### config.mk
export PLATFORM = sky130hd
export DESIGN_NAME = controller_system_setup_bank
export DESIGN_NICKNAME = d
export VERILOG_FILES = /design/src/hw/setup_bank_pkg.sv /design/src/hw/input_edge_irq.sv /design/src/hw/cycle_overrun_timer.sv /design/src/hw/controller_system_setup_bank.sv
export SDC_FILE = /design/constraint.sdc
export NUM_CORES = 1
export LEC_CHECK = 0
export ABC_AREA = 1
export BUFFER_PORTS_ARGS = -buffer_cell sky130_fd_sc_hd__clkbuf_2
export CAP_MARGIN = 20
export CORE_MARGIN = 4
export CORE_UTILIZATION = 60
export DETAILED_ROUTE_END_ITERATION = 8
export GPL_ROUTABILITY_DRIVEN = 1
export PLACE_DENSITY = 0.82
export SYNTH_ARGS = -nofsm -noshare
export SYNTH_HDL_FRONTEND = slang
export SYNTH_SLANG_ARGS = --single-unit
### constraint.sdc
create_clock -name clk_i -period 5.7 [get_ports clk_i]
set_input_delay 1.14 -clock clk_i [delete_from_list [all_inputs] [get_ports clk_i]]
set_output_delay 1.14 -clock clk_i [all_outputs]
set_load 0.01 [all_outputs]
### src/hw/setup_bank_pkg.sv
// Behaviour
// - service time bit 15 clear gives default 6.25 percent, set gives custom time
// - custom field 00..FF means 0.0..25.5 ms in 0.1 ms steps, resets to 00
// - custom value is used only when bit 15 of that word is one at start
// - startup data-load bit set requests data memory load at startup
// - protect bit 0 set rejects programming tool writes to program and setup
// - protection takes effect at power-on or start; removing it acts at once
// - bit 8 suppresses system interrupts in sync mode, sampled at power-on
// - bit 12 clear flags cycles longer than 10 ms; sampled at start
// - input code 0 normal, 1 rising, 2 falling, 3 edge interrupt option
// - four 4-bit input fields in ascending nibbles, sampled at power-on
// - codes 1 to 3 apply in input interrupt mode and in counter mode
// - low byte selects upper two shared words, high byte the lower two
// - selector codes 00..05, 07..09 decode to sources; 06 reserved, 5A gives no source
// - refresh counts 00..19 hex, at most 25 words; 00 disables that area
package setup_bank_pkg;

    localparam longint CLK_FREQ_HZ       = 200_000_000;
    localparam longint SVC_UNIT_US       = 100;
    localparam int     SVC_UNIT_CYCLES   = int'((SVC_UNIT_US * CLK_FREQ_HZ) / 1_000_000);
    localparam longint LONG_CYCLE_MS     = 10;
    localparam int     LONG_CYCLE_CYCLES = int'((LONG_CYCLE_MS * CLK_FREQ_HZ) / 1000);
    localparam int     SVC_W             = 23;

    localparam logic [9:0] IDX_STARTUP_MODE = 10'h052;
    localparam logic [9:0] IDX_SERVICE_TIME = 10'h0da;
    localparam logic [9:0] IDX_MODULE_OPTS  = 10'h130;
    localparam logic [9:0] IDX_IRQ_FUNC     = 10'h131;
    localparam logic [9:0] IDX_SYNC_SELECT  = 10'h132;
    localparam logic [9:0] IDX_REFRESH1     = 10'h135;
    localparam logic [9:0] IDX_REFRESH2     = 10'h136;
    localparam logic [9:0] IDX_IRQ_STATUS   = 10'h200;
    localparam logic [9:0] IDX_IRQ_MASK     = 10'h201;
    localparam logic [9:0] IDX_RUN_CTRL     = 10'h202;
    localparam logic [9:0] IDX_STATE        = 10'h203;

    localparam logic [15:0] RST_WORD     = 16'h0000;
    localparam logic [5:0]  RST_IRQ_MASK = 6'h00;

    localparam int SVC_CUSTOM_BIT  = 15;
    localparam int DM_LOAD_BIT     = 15;
    localparam int PROTECT_BIT     = 0;
    localparam int SYNC_BLOCK_BIT  = 8;
    localparam int LONG_OFF_BIT    = 12;
    localparam int RUN_BIT         = 0;
    localparam int POWER_CYCLE_BIT = 1;
    localparam int IRQ_W           = 6;
    localparam int ST_LONG_CYCLE   = 4;
    localparam int ST_TOOL_REJECT  = 5;

    localparam logic [3:0] FUNC_NORMAL = 4'h0;
    localparam logic [3:0] FUNC_RISE   = 4'h1;
    localparam logic [3:0] FUNC_FALL   = 4'h2;
    localparam logic [3:0] FUNC_BOTH   = 4'h3;

    localparam logic [7:0] REFRESH_MAX = 8'h19;

    typedef enum logic [3:0] {
        SRC_LADDER     = 4'h0,
        SRC_COUNTER1   = 4'h1,
        SRC_COUNTER2   = 4'h2,
        SRC_PULSE1     = 4'h3,
        SRC_PULSE2     = 4'h4,
        SRC_ANALOG_IN  = 4'h5,
        SRC_ANALOG_O1  = 4'h7,
        SRC_ANALOG_O2  = 4'h8,
        SRC_INNER_IN   = 4'h9,
        SRC_NONE       = 4'hf
    } sync_src_e;

    // reserved 06 and undefined codes carry no data rather than stale words
    function automatic sync_src_e decode_sync(input logic [7:0] sel);
        case (sel)
            8'h00:   decode_sync = SRC_LADDER;
            8'h01:   decode_sync = SRC_COUNTER1;
            8'h02:   decode_sync = SRC_COUNTER2;
            8'h03:   decode_sync = SRC_PULSE1;
            8'h04:   decode_sync = SRC_PULSE2;
            8'h05:   decode_sync = SRC_ANALOG_IN;
            8'h07:   decode_sync = SRC_ANALOG_O1;
            8'h08:   decode_sync = SRC_ANALOG_O2;
            8'h09:   decode_sync = SRC_INNER_IN;
            default: decode_sync = SRC_NONE;
        endcase
    endfunction

    function automatic logic [4:0] clamp_refresh(input logic [7:0] cnt);
        clamp_refresh = (cnt > REFRESH_MAX) ? REFRESH_MAX[4:0] : cnt[4:0];
    endfunction

endpackage

### src/hw/input_edge_irq.sv
`timescale 1ns/1ps
module input_edge_irq
    import setup_bank_pkg::*;
(
    input  wire logic        clk_i,
    input  wire logic        resetn_i,
    input  wire logic [3:0]  pin_i,
    input  wire logic [15:0] func_i,
    output logic      [3:0]  event_o
);

    logic [3:0] meta;
    logic [3:0] sync;
    logic [3:0] prev;

    function automatic logic edge_hit(input logic [3:0] code, input logic now,
                                      input logic was);
        case (code)
            FUNC_RISE: edge_hit = now & ~was;
            FUNC_FALL: edge_hit = ~now & was;
            FUNC_BOTH: edge_hit = now ^ was;
            default:   edge_hit = 1'b0;
        endcase
    endfunction

    always_ff @(posedge clk_i) begin
        if (!resetn_i) begin
            meta <= 4'h0;
            sync <= 4'h0;
            prev <= 4'h0;
        end else begin
            meta <= pin_i;
            sync <= meta;
            prev <= sync;
        end
    end

    // no mode gating: the same codes serve interrupt and counter mode
    always_ff @(posedge clk_i) begin
        if (!resetn_i) begin
            event_o <= 4'h0;
        end else begin
            for (int i = 0; i < 4; i++) begin
                event_o[i] <= edge_hit(func_i[4*i +: 4], sync[i], prev[i]);
            end
        end
    end
endmodule

### src/hw/cycle_overrun_timer.sv
`timescale 1ns/1ps
module cycle_overrun_timer
    import setup_bank_pkg::*;
#(
    parameter int unsigned LIMIT = LONG_CYCLE_CYCLES
) (
    input  wire logic clk_i,
    input  wire logic resetn_i,
    input  wire logic enable_i,
    input  wire logic mark_i,
    output logic      overrun_o
);

    logic [31:0] count;
    logic        fired;

    // one warning per cycle: fired holds until the next cycle mark or until enable_i drops
    always_ff @(posedge clk_i) begin
        if (!resetn_i) begin
            count     <= 32'h0000_0000;
            fired     <= 1'b0;
            overrun_o <= 1'b0;
        end else if (!enable_i || mark_i) begin
            count     <= 32'h0000_0000;
            fired     <= 1'b0;
            overrun_o <= 1'b0;
        end else begin
            overrun_o <= 1'b0;
            if (!fired) begin
                if (count == LIMIT[31:0]) begin
                    fired     <= 1'b1;
                    overrun_o <= 1'b1;
                end else begin
                    count <= count + 32'h0000_0001;
                end
            end
        end
    end
endmodule

### src/hw/controller_system_setup_bank.sv
`timescale 1ns/1ps
module controller_system_setup_bank
    import setup_bank_pkg::*;
#(
    parameter int unsigned LONG_CYCLE_LIMIT = LONG_CYCLE_CYCLES
) (
    input  wire logic             clk_i,
    input  wire logic             resetn_i,
    input  wire logic             psel_i,
    input  wire logic             penable_i,
    input  wire logic             pwrite_i,
    input  wire logic [11:0]      paddr_i,
    input  wire logic [31:0]      pwdata_i,
    output logic      [31:0]      prdata_o,
    output logic                  pready_o,
    output logic                  pslverr_o,
    input  wire logic             tool_write_req_i,
    input  wire logic [3:0]       irq_pin_i,
    input  wire logic             cycle_mark_i,
    output logic                  tool_write_grant_o,
    output logic                  tool_write_reject_o,
    output logic                  running_o,
    output logic                  svc_custom_o,
    output logic      [SVC_W-1:0] svc_time_cycles_o,
    output logic                  data_load_req_o,
    output logic                  sync_irq_block_o,
    output sync_src_e             sync_src_upper_o,
    output sync_src_e             sync_src_lower_o,
    output logic      [4:0]       refresh_out1_o,
    output logic      [4:0]       refresh_in1_o,
    output logic      [4:0]       refresh_out2_o,
    output logic      [4:0]       refresh_in2_o,
    output logic                  irq_o
);

    logic [15:0]      startup_mode_word;
    logic [15:0]      peripheral_service_time;
    logic [15:0]      module_options;
    logic [15:0]      interrupt_input_function;
    logic [15:0]      synchronous_data_select;
    logic [15:0]      extended_refresh_area1;
    logic [15:0]      extended_refresh_area2;
    logic [IRQ_W-1:0] irq_status;
    logic [IRQ_W-1:0] irq_mask;
    logic             run_req;
    logic             por_pending;
    logic             protect_eff;
    logic             long_detect_eff;
    logic [15:0]      irq_func_eff;
    logic [3:0]       input_event;
    logic             overrun_event;
    logic             access;
    logic             wr_en;
    logic [9:0]       wr_idx;
    logic             start_evt;
    logic             rd_hit;
    logic [31:0]      rd_word;
    logic [IRQ_W-1:0] irq_set;
    logic [IRQ_W-1:0] irq_clr;
    logic [SVC_W-1:0] next_svc_cycles;

    // one wait state: pready rises in the second access cycle, data registered
    assign access    = psel_i & penable_i & pready_o;
    assign wr_en     = access & pwrite_i & (paddr_i[1:0] == 2'b00);
    assign wr_idx    = paddr_i[11:2];
    assign start_evt = run_req & ~running_o;

    always_comb begin
        rd_hit  = 1'b1;
        rd_word = 32'h0000_0000;
        if (paddr_i[1:0] != 2'b00) begin
            rd_hit = 1'b0;
        end else begin
            case (paddr_i[11:2])
                IDX_STARTUP_MODE: rd_word[15:0] = startup_mode_word;
                IDX_SERVICE_TIME: rd_word[15:0] = peripheral_service_time;
                IDX_MODULE_OPTS:  rd_word[15:0] = module_options;
                IDX_IRQ_FUNC:     rd_word[15:0] = interrupt_input_function;
                IDX_SYNC_SELECT:  rd_word[15:0] = synchronous_data_select;
                IDX_REFRESH1:     rd_word[15:0] = extended_refresh_area1;
                IDX_REFRESH2:     rd_word[15:0] = extended_refresh_area2;
                IDX_IRQ_STATUS:   rd_word[IRQ_W-1:0] = irq_status;
                IDX_IRQ_MASK:     rd_word[IRQ_W-1:0] = irq_mask;
                IDX_RUN_CTRL:     rd_word[RUN_BIT] = run_req;
                IDX_STATE:        rd_word[4:0] = {sync_irq_block_o, long_detect_eff,
                                                  protect_eff, svc_custom_o, running_o};
                default:          rd_hit = 1'b0;
            endcase
        end
    end

    always_ff @(posedge clk_i) begin
        if (!resetn_i) begin
            pready_o  <= 1'b0;
            prdata_o  <= 32'h0000_0000;
            pslverr_o <= 1'b0;
        end else begin
            pready_o  <= psel_i & penable_i & ~pready_o;
            pslverr_o <= psel_i & penable_i & ~pready_o & ~rd_hit;
            if (psel_i && penable_i && !pready_o && !pwrite_i) begin
                prdata_o <= rd_word;
            end
        end
    end

    // setup words hold whatever software wrote; each consumer samples at its moment
    always_ff @(posedge clk_i) begin
        if (!resetn_i) begin
            startup_mode_word        <= RST_WORD;
            peripheral_service_time  <= RST_WORD;
            module_options           <= RST_WORD;
            interrupt_input_function <= RST_WORD;
            synchronous_data_select  <= RST_WORD;
            extended_refresh_area1   <= RST_WORD;
            extended_refresh_area2   <= RST_WORD;
        end else if (wr_en) begin
            case (wr_idx)
                IDX_STARTUP_MODE: startup_mode_word        <= pwdata_i[15:0];
                IDX_SERVICE_TIME: peripheral_service_time  <= pwdata_i[15:0];
                IDX_MODULE_OPTS:  module_options           <= pwdata_i[15:0];
                IDX_IRQ_FUNC:     interrupt_input_function <= pwdata_i[15:0];
                IDX_SYNC_SELECT:  synchronous_data_select  <= pwdata_i[15:0];
                IDX_REFRESH1:     extended_refresh_area1   <= pwdata_i[15:0];
                IDX_REFRESH2:     extended_refresh_area2   <= pwdata_i[15:0];
                default:          ;
            endcase
        end
    end

    // power-cycle bit re-runs the power-on sampling with the words kept
    always_ff @(posedge clk_i) begin
        if (!resetn_i) begin
            run_req     <= 1'b0;
            por_pending <= 1'b1;
            running_o   <= 1'b0;
        end else begin
            running_o   <= run_req;
            por_pending <= wr_en && wr_idx == IDX_RUN_CTRL && pwdata_i[POWER_CYCLE_BIT];
            if (wr_en && wr_idx == IDX_RUN_CTRL) begin
                run_req <= pwdata_i[RUN_BIT];
            end
        end
    end

    always_comb begin
        next_svc_cycles = {SVC_W{1'b0}};
        if (peripheral_service_time[SVC_CUSTOM_BIT]) begin
            next_svc_cycles = SVC_W'(peripheral_service_time[7:0] * SVC_UNIT_CYCLES);
        end
    end

    // service time is frozen while running so a mid-run write waits for the next start
    always_ff @(posedge clk_i) begin
        if (!resetn_i) begin
            svc_custom_o      <= 1'b0;
            svc_time_cycles_o <= {SVC_W{1'b0}};
        end else if (start_evt) begin
            svc_custom_o      <= peripheral_service_time[SVC_CUSTOM_BIT];
            svc_time_cycles_o <= next_svc_cycles;
        end
    end

    always_ff @(posedge clk_i) begin
        if (!resetn_i) begin
            data_load_req_o  <= 1'b0;
            sync_irq_block_o <= 1'b0;
            irq_func_eff     <= RST_WORD;
        end else begin
            data_load_req_o <= por_pending & startup_mode_word[DM_LOAD_BIT];
            if (por_pending) begin
                sync_irq_block_o <= module_options[SYNC_BLOCK_BIT];
                irq_func_eff     <= interrupt_input_function;
            end
        end
    end

    always_ff @(posedge clk_i) begin
        if (!resetn_i) begin
            protect_eff     <= 1'b0;
            long_detect_eff <= 1'b0;
        end else begin
            if (por_pending || start_evt) begin
                protect_eff <= module_options[PROTECT_BIT];
            end else if (!module_options[PROTECT_BIT]) begin
                protect_eff <= 1'b0;
            end
            if (start_evt) begin
                long_detect_eff <= ~module_options[LONG_OFF_BIT];
            end
        end
    end

    always_ff @(posedge clk_i) begin
        if (!resetn_i) begin
            tool_write_grant_o  <= 1'b0;
            tool_write_reject_o <= 1'b0;
        end else begin
            tool_write_grant_o  <= tool_write_req_i & ~protect_eff;
            tool_write_reject_o <= tool_write_req_i & protect_eff;
        end
    end

    always_ff @(posedge clk_i) begin
        if (!resetn_i) begin
            sync_src_upper_o <= SRC_LADDER;
            sync_src_lower_o <= SRC_LADDER;
            refresh_out1_o   <= 5'h00;
            refresh_in1_o    <= 5'h00;
            refresh_out2_o   <= 5'h00;
            refresh_in2_o    <= 5'h00;
        end else begin
            sync_src_upper_o <= decode_sync(synchronous_data_select[7:0]);
            sync_src_lower_o <= decode_sync(synchronous_data_select[15:8]);
            refresh_out1_o   <= clamp_refresh(extended_refresh_area1[7:0]);
            refresh_in1_o    <= clamp_refresh(extended_refresh_area1[15:8]);
            refresh_out2_o   <= clamp_refresh(extended_refresh_area2[7:0]);
            refresh_in2_o    <= clamp_refresh(extended_refresh_area2[15:8]);
        end
    end

    input_edge_irq u_edge (
        .clk_i    (clk_i),
        .resetn_i (resetn_i),
        .pin_i    (irq_pin_i),
        .func_i   (irq_func_eff),
        .event_o  (input_event)
    );

    cycle_overrun_timer #(
        .LIMIT (LONG_CYCLE_LIMIT)
    ) u_overrun (
        .clk_i     (clk_i),
        .resetn_i  (resetn_i),
        .enable_i  (running_o & long_detect_eff),
        .mark_i    (cycle_mark_i),
        .overrun_o (overrun_event)
    );

    // a new event in the clearing cycle survives: set is applied after clear
    always_comb begin
        irq_set                 = {IRQ_W{1'b0}};
        irq_set[3:0]            = input_event;
        irq_set[ST_LONG_CYCLE]  = overrun_event;
        irq_set[ST_TOOL_REJECT] = tool_write_reject_o;
        irq_clr                 = {IRQ_W{1'b0}};
        if (wr_en && wr_idx == IDX_IRQ_STATUS) begin
            irq_clr = pwdata_i[IRQ_W-1:0];
        end
    end

    always_ff @(posedge clk_i) begin
        if (!resetn_i) begin
            irq_status <= {IRQ_W{1'b0}};
            irq_mask   <= RST_IRQ_MASK;
            irq_o      <= 1'b0;
        end else begin
            irq_status <= (irq_status & ~irq_clr) | irq_set;
            irq_o      <= |(irq_status & irq_mask);
            if (wr_en && wr_idx == IDX_IRQ_MASK) begin
                irq_mask <= pwdata_i[IRQ_W-1:0];
            end
        end
    end
endmodule

==> results of run 1 <==
final timing paths:
kind,start,end,slack (ps)
setup / recovery,peripheral_service_time[5],svc_time_cycles_o[17],1890
hold / removal,u_edge.meta[2],u_edge.sync[2],410
setup reg to reg,peripheral_service_time[5],svc_time_cycles_o[17],1890
hold reg to reg,u_edge.meta[2],u_edge.sync[2],410
kinds of logic (layout without fill, tap and decap cells):
| group | Yosys count | count (layout) | share of synthesized area [%] |
|---|---|---|---|
| buffers and inverters | 355 | 433 | 10.9 |
| adder cells (fa/ha/maj) | 61 | 61 | 6.45 |
| flip-flops | 273 | 273 | 41.3 |
| AO/OA/AOI/OAI | 427 | 427 | 17.2 |
| other | 1 | 21 | 0.0284 |
| XOR/XNOR | 21 | 21 | 1.39 |
| AND/OR/NAND/NOR | 703 | 703 | 22.7 |
critical path: stages (launching register included):
cell     delay, ps
dfxtp_1        560
fa_1           510
fa_1           480
ha_1           290
inv_1           50
fa_1           530
inv_1           40
ha_1           330
inv_1           90
o21ai_0        260
a21oi_1        100
or2_2          280
nand3_1         80
a21oi_1         60
layout by cell type (no fill, tap or decap), types with 5 or more instances in the layout:
| cell | n |
|---|---|
| clkinv_2 | 11 |
| inv_1 | 254 |
| or2_2 | 6 |
| inv_2 | 9 |
| nor2_1 | 148 |
| dfxtp_1 | 273 |
| nand4_1 | 18 |
| nor2_2 | 10 |
| fa_1 | 12 |
| a31oi_1 | 8 |
| o21ai_1 | 7 |
| nor3_1 | 47 |
| a311oi_1 | 5 |
| nand3_1 | 77 |
| conb_1 | 21 |
| clkbuf_2 | 108 |
| xor2_1 | 19 |
| clkbuf_16 | 29 |
| ha_1 | 49 |
| o21ai_0 | 173 |
| buf_4 | 6 |
| a211oi_1 | 15 |
| a21oi_1 | 199 |
| nand2_1 | 378 |
area by class of cell:
| class | count | area, sq um | share of cell area (%) |
|---|---|---|---|
| multi-input combinational | 1233 | 6390 | 43.2 |
| sequential | 273 | 5470 | 36.9 |
| inverter | 264 | 992 | 6.71 |
| clock buffer | 37 | 796 | 5.38 |
| timing repair buffer | 115 | 613 | 4.14 |
| tap | 280 | 350 | 2.37 |
| clock inverter | 17 | 183 | 1.23 |
per-layer routing:
metal | wire, um | up-vias
met5 | 0 | -
met4 | 1240 | 0
met3 | 3360 | 86
met2 | 16200 | 513
met1 | 15700 | 5531
li1 | - | 6066
through the flow:
step | cell area [sq um] | total power [mW] | hold slack (ps) | util (%) | setup WS [ps]
CTS | 14800 | 4.00 | 410 | 67.9 | 1890
finish | 14800 | 3.99 | 409 | 68.0 | 1890
global placement | 13800 | 2.10 | 392 | 63.4 | 1950
global route | 14800 | 4.10 | 440 | 68.0 | 1590
floorplan | 13300 | 2.05 | 390 | - | 2300
detailed placement | 13800 | 2.10 | 396 | 63.4 | 1910
power groups by stage:
| stage | registers (mW) | logic [mW] | clock network (mW) |
|---|---|---|---|
| global placement | 1.97 | 0.126 | 0 |
| CTS | 1.93 | 0.128 | 1.94 |
| floorplan | 1.97 | 0.0879 | 0 |
| global route | 1.93 | 0.150 | 2.03 |
| finish | 1.93 | 0.137 | 1.92 |
| detailed placement | 1.97 | 0.127 | 0 |
Yosys cell counts (all sizes together), types with 2 or more instances:
library cell,n
a21boi,2
or2,8
o21bai,2
a311oi,5
clkbuf,48
dfxtp,273
a211oi,15
nand4,19
buf,43
o22ai,3
nand3,78
xnor2,2
nor2,162
nand2,380
a21oi,201
inv,263
a31oi,8
fa,12
xor2,19
o211ai,4
nor3,51
o21a,3
o21ai,180
nor4,3
nor3b,2
ha,49
sequential cells by signal (all words and copies together) (netlist names), 16 cells and up, named ones only:
| name | cells |
|---|---|
| irq_func_eff | 16 |
| startup_mode_word | 16 |
| svc_time_cycles_o | 18 |
| interrupt_input_function | 16 |
| u_overrun.count | 32 |
| extended_refresh_area2 | 16 |
| prdata_o | 16 |
| extended_refresh_area1 | 16 |
| synchronous_data_select | 16 |
| module_options | 16 |
| peripheral_service_time | 16 |
==> out/metrics.cfg, run 1 <==
[global_routing]
top_usage_layer = met2
grtUsageMet1_pct = 40.9
grt_pass1_vias = 11000
grt_usage_pct = 28.9
grt_start_max_net_pins = 93
antenna_found_initial = 0
use_met2_pct = 45.9
grtUsageMet3_pct = 4.09
grt_pass1_wl_um = 57500
grt_overflow = 0

[setup_path]
rr_worst_depth = 13
end_kind = register
worstSetupPathType = reg2reg
start_kind = register
cp_max_fo = 7
crit_arrival_ps = 4230
cp_data_required_time_ps = 6120

[detailed_routing]
antenna_left = 0
viasPerCell = 5.50
route.detailed.drc = 0
routed_wl_um = 36500
dr.pass1.iters = 7
wl_per_cell_um = 16.5
drtIter0Drc = 1279
via_count = 12200

[placed_design]
placed_cells = 2164
io_buffer_count = 109
detailed_place_hpwl_um = 26500
place_congestion = 0.959

[cts]
clkTransAtPathRegs_ps = 60
clock_latency_ps = 570
ctsHoldBuffers = 0
cts_resized = 0
cts_buffers = 29
cts_tree = done
clk_path_buf_depth = 3
cts_sinks = 273
cts_max_level = 1
cts_root_buf = clkbuf_16
cts_setup_buffers = 0

[pwr]
swShare_pct = 22.8
power_frac_seq_pct = 48.3
leakage_nw = 6.47
power_density_nw_per_um2 = 269
p_comb_share_pct = 3.4
p_int_mw = 3.08
pwr-share-clk_pct = 48.2
switchingPower_mw = 0.907
ir_drop_v = 0.000219

[sta]
hold_viol_final = 0
slew_viol_final = 0
rsz0062_at_grt = no
finalClockSkew_ps = 6.43
setup_tns_ps = 0
period_share_pct = 66.9
slew-limit-headroom_pct = 33.6
fin_crit_ps = 3810
setup_viol_count_final = 0
fmaxAchievable_mhz = 262
worstMarginPinSlew_ps = 996

[synth]
synth_cell_types = 50
synthesis.area_sq_um = 13200
yosysTopAreaCell = dfxtp_1
avgSynthCellArea_sq_um = 7.18
synthFlopType = dfxtp_1
synth_edf_count = 0
ys_seq_elements = 273
synth_top_area_share_pct = 41.3
ys_seq_area_share_pct = 41.3
synth_warnings = 0
syn_inst = 1841
ys_top_cells_by_area = dfxtp_1 (41%), nand2_1 (11%), a21oi_1 (7.5%)
async_reset_ff_share_pct = 0

[floorplan]
die_x_um = 156
boundaryPins = 147
fp.dieH_um = 156
rows = 54
fp.coreArea_sq_um = 21800
start_util_pct = 60.8
dieArea_sq_um = 24500

[final_layout]
fillCellCount = 1905
drive_above_1_share_pct = 10.8
n_antenna_cell = 0
fin_cells = 2219
synthToLayoutAreaGrowth_pct = 11.9
nNetsFinal = 2032

[status]
status = complete, no violations

[worst_hold_path]
hold_depth = 2
worstHoldPathType = reg2reg

[job]
drv_cap = 0

Note: power is estimated with default switching activity, not from simulation.
==> run 2, diff against run 1 <==
- CORE_UTILIZATION: 60 -> 59
- PLACE_DENSITY: 0.82 -> 0.81
- clock period: 5.7 -> 3.6 ns (I/O delays scaled with it)
==> run 2 against run 1 <==
  * Critical path depth rose by 2
  * Critical path type unchanged
  * Sequential power rose by 58%
  * Register-to-register slack got worse by 1700 ps
  * Highest routed layer is now met5
  * Global-route usage rose by 0.39 points
  * Sequential share of layout area fell by 0.26 points
==> out/metrics.cfg, run 2 (synthesis results as in run 1) <==
[status]
status = complete, no violations

[floorplan]
boundaryPins = 147
fp.dieH_um = 158
start_util_pct = 60.2
dieArea_sq_um = 24900
die_x_um = 158
fp.coreArea_sq_um = 22000
rows = 54

[global_routing]
grt_pass1_vias = 11200
grt_pass1_wl_um = 58400
grt_overflow = 0
grt_start_max_net_pins = 99
grt_usage_pct = 29.3
antenna_found_initial = 1

[placed_design]
io_buffer_count = 109
detailed_place_hpwl_um = 27500
dp_slack_ps = 87.3
place_congestion = 1.00

[detailed_routing]
viasPerCell = 5.50
drtIter0Drc = 1141
via_count = 12300
route.detailed.drc = 0
antenna_left = 0
wl_per_cell_um = 16.7
dr.pass1.iters = 8
routed_wl_um = 37200

[final_layout]
nNetsFinal = 2048
largestRegisters = u_overrun.count: 32 flops, svc_time_cycles_o: 18 flops
layout_commonest_cell = nand2_1
fillCellCount = 1862
final_cell_mix = nand2_1 (377), dfxtp_1 (273), inv_1 (253)
n_antenna_cell = 0
synthToLayoutAreaGrowth_pct = 12.7
largest_register_ffs = 32
drive_above_1_share_pct = 11.7
regMostFlops = u_overrun.count

[cts]
cts_root_buf = clkbuf_16
cts_buffers = 28
cts_max_level = 1
cts_sinks = 273
cts_setup_buffers = 0
clock_latency_ps = 560
ctsHoldBuffers = 0
clkTransAtPathRegs_ps = 60
cts_tree = done
clk_path_buf_depth = 3

[sta]
layout_setup_ws_ps = 179
period_share_pct = 95.0
hold_viol_final = 0
fin_hold_ws_ps = 354
worstMarginPinSlew_ps = 1020
slew_viol_final = 0
fmaxAchievable_mhz = 292
finalClockSkew_ps = 18.0
slew-limit-headroom_pct = 31.8
fin_crit_ps = 3420
setup_viol_count_final = 0
rsz0062_at_grt = no
setup_tns_ps = 0

[setup_path]
crit_path_top_delay_cell = fa_1
cp_data_required_time_ps = 4030
path_depth = 15
worstSetupPathType = reg2reg
r2r_start = peripheral_service_time[7]
path_cells = fa_1 > fa_1 > ha_1 > inv_1 > fa_1 > inv_1 > ha_1 > buf_4 > nand2_2 > nor3_1 > nand3_1 > nand3_1 > nand2_1 > nand3_1 > a21oi_1
cp_num_buf_inv = 3
path_delay_family = adder cells
cp_max_fo = 3
rr_worst_depth = 15
crit_arrival_ps = 3850
crit_path_max_incr_delay_ps = 560
end_kind = register
start_kind = register
cp-startpoint = peripheral_service_time[7]

[pwr]
p_comb_share_pct = 3.4
p_int_mw = 4.87
switchingPower_mw = 1.40
power_frac_seq_pct = 48.8
ir_drop_v = 0.000383
pwr-share-clk_pct = 47.8
swShare_pct = 22.3
power_density_nw_per_um2 = 420
leakage_nw = 6.54

[worst_hold_path]
hold_depth = 3
min-delay-start = irq_pin_i[1]
worstHoldPathType = in2reg

[job]
drv_cap = 0

run 2: cell type report:
type	count	area, sq um	area share (%)
inverters	264	992	6.66
multi-input cells	1233	6420	43.1
well taps	280	350	2.35
clock inverters	10	143	0.957
repair buffers	132	721	4.84
flip-flops and latches	273	5470	36.7
clock buffers	38	808	5.42
run 2: worst min-delay path, delay by kind of cell:
kind                   cells  cell delay [ps]
AND/OR/NAND/NOR            1               40
buffers and inverters      2              110
run 2: worst paths after layout:
check | to | slack, ps
max | svc_time_cycles_o[21] | 180
min | u_edge.meta[1] | 350
max reg2reg | svc_time_cycles_o[21] | 180
min reg2reg | u_edge.sync[0] | 410
run 2: power groups by stage:
stage          combinational (mW)  clock (mW)  sequential [mW]
4_1_cts                     0.208        3.02             3.05
2_1_floorplan               0.139           0             3.11
3_5_place_dp                0.206           0             3.12
5_1_grt                     0.234        3.16             3.05
3_3_place_gp                0.203           0             3.12
6_report                    0.213        3.00             3.05
run 2: per-stage QoR:
stage	cells	cell area, sq um	util [%]	power, mW
3_5_place_dp	2182	13900	63.4	3.33
6_report	2230	14900	67.9	6.26
5_1_grt	2230	14900	67.9	6.45
3_3_place_gp	2182	13900	63.4	3.32
4_1_cts	2230	14900	67.7	6.28
2_1_floorplan	1861	13300	-	3.25
run 2: metal layers:
metal  up-vias  part of all wire [%]  routed length, um  GRT usage, %
met3        84                   8.9               3330          5.58
met2       477                    44              16400          45.8
met4         2                   3.6               1360          10.4
met1      5612                    43              16100          40.8
met5         -                 0.038                 14             0
li1       6092                     -                  -             -
run 2: timing repair:
item                                    4_1_cts  5_1_grt
endpoints found under the setup margin        0        7
gates resized for setup                       0       10
hold endpoints to repair                      0        0
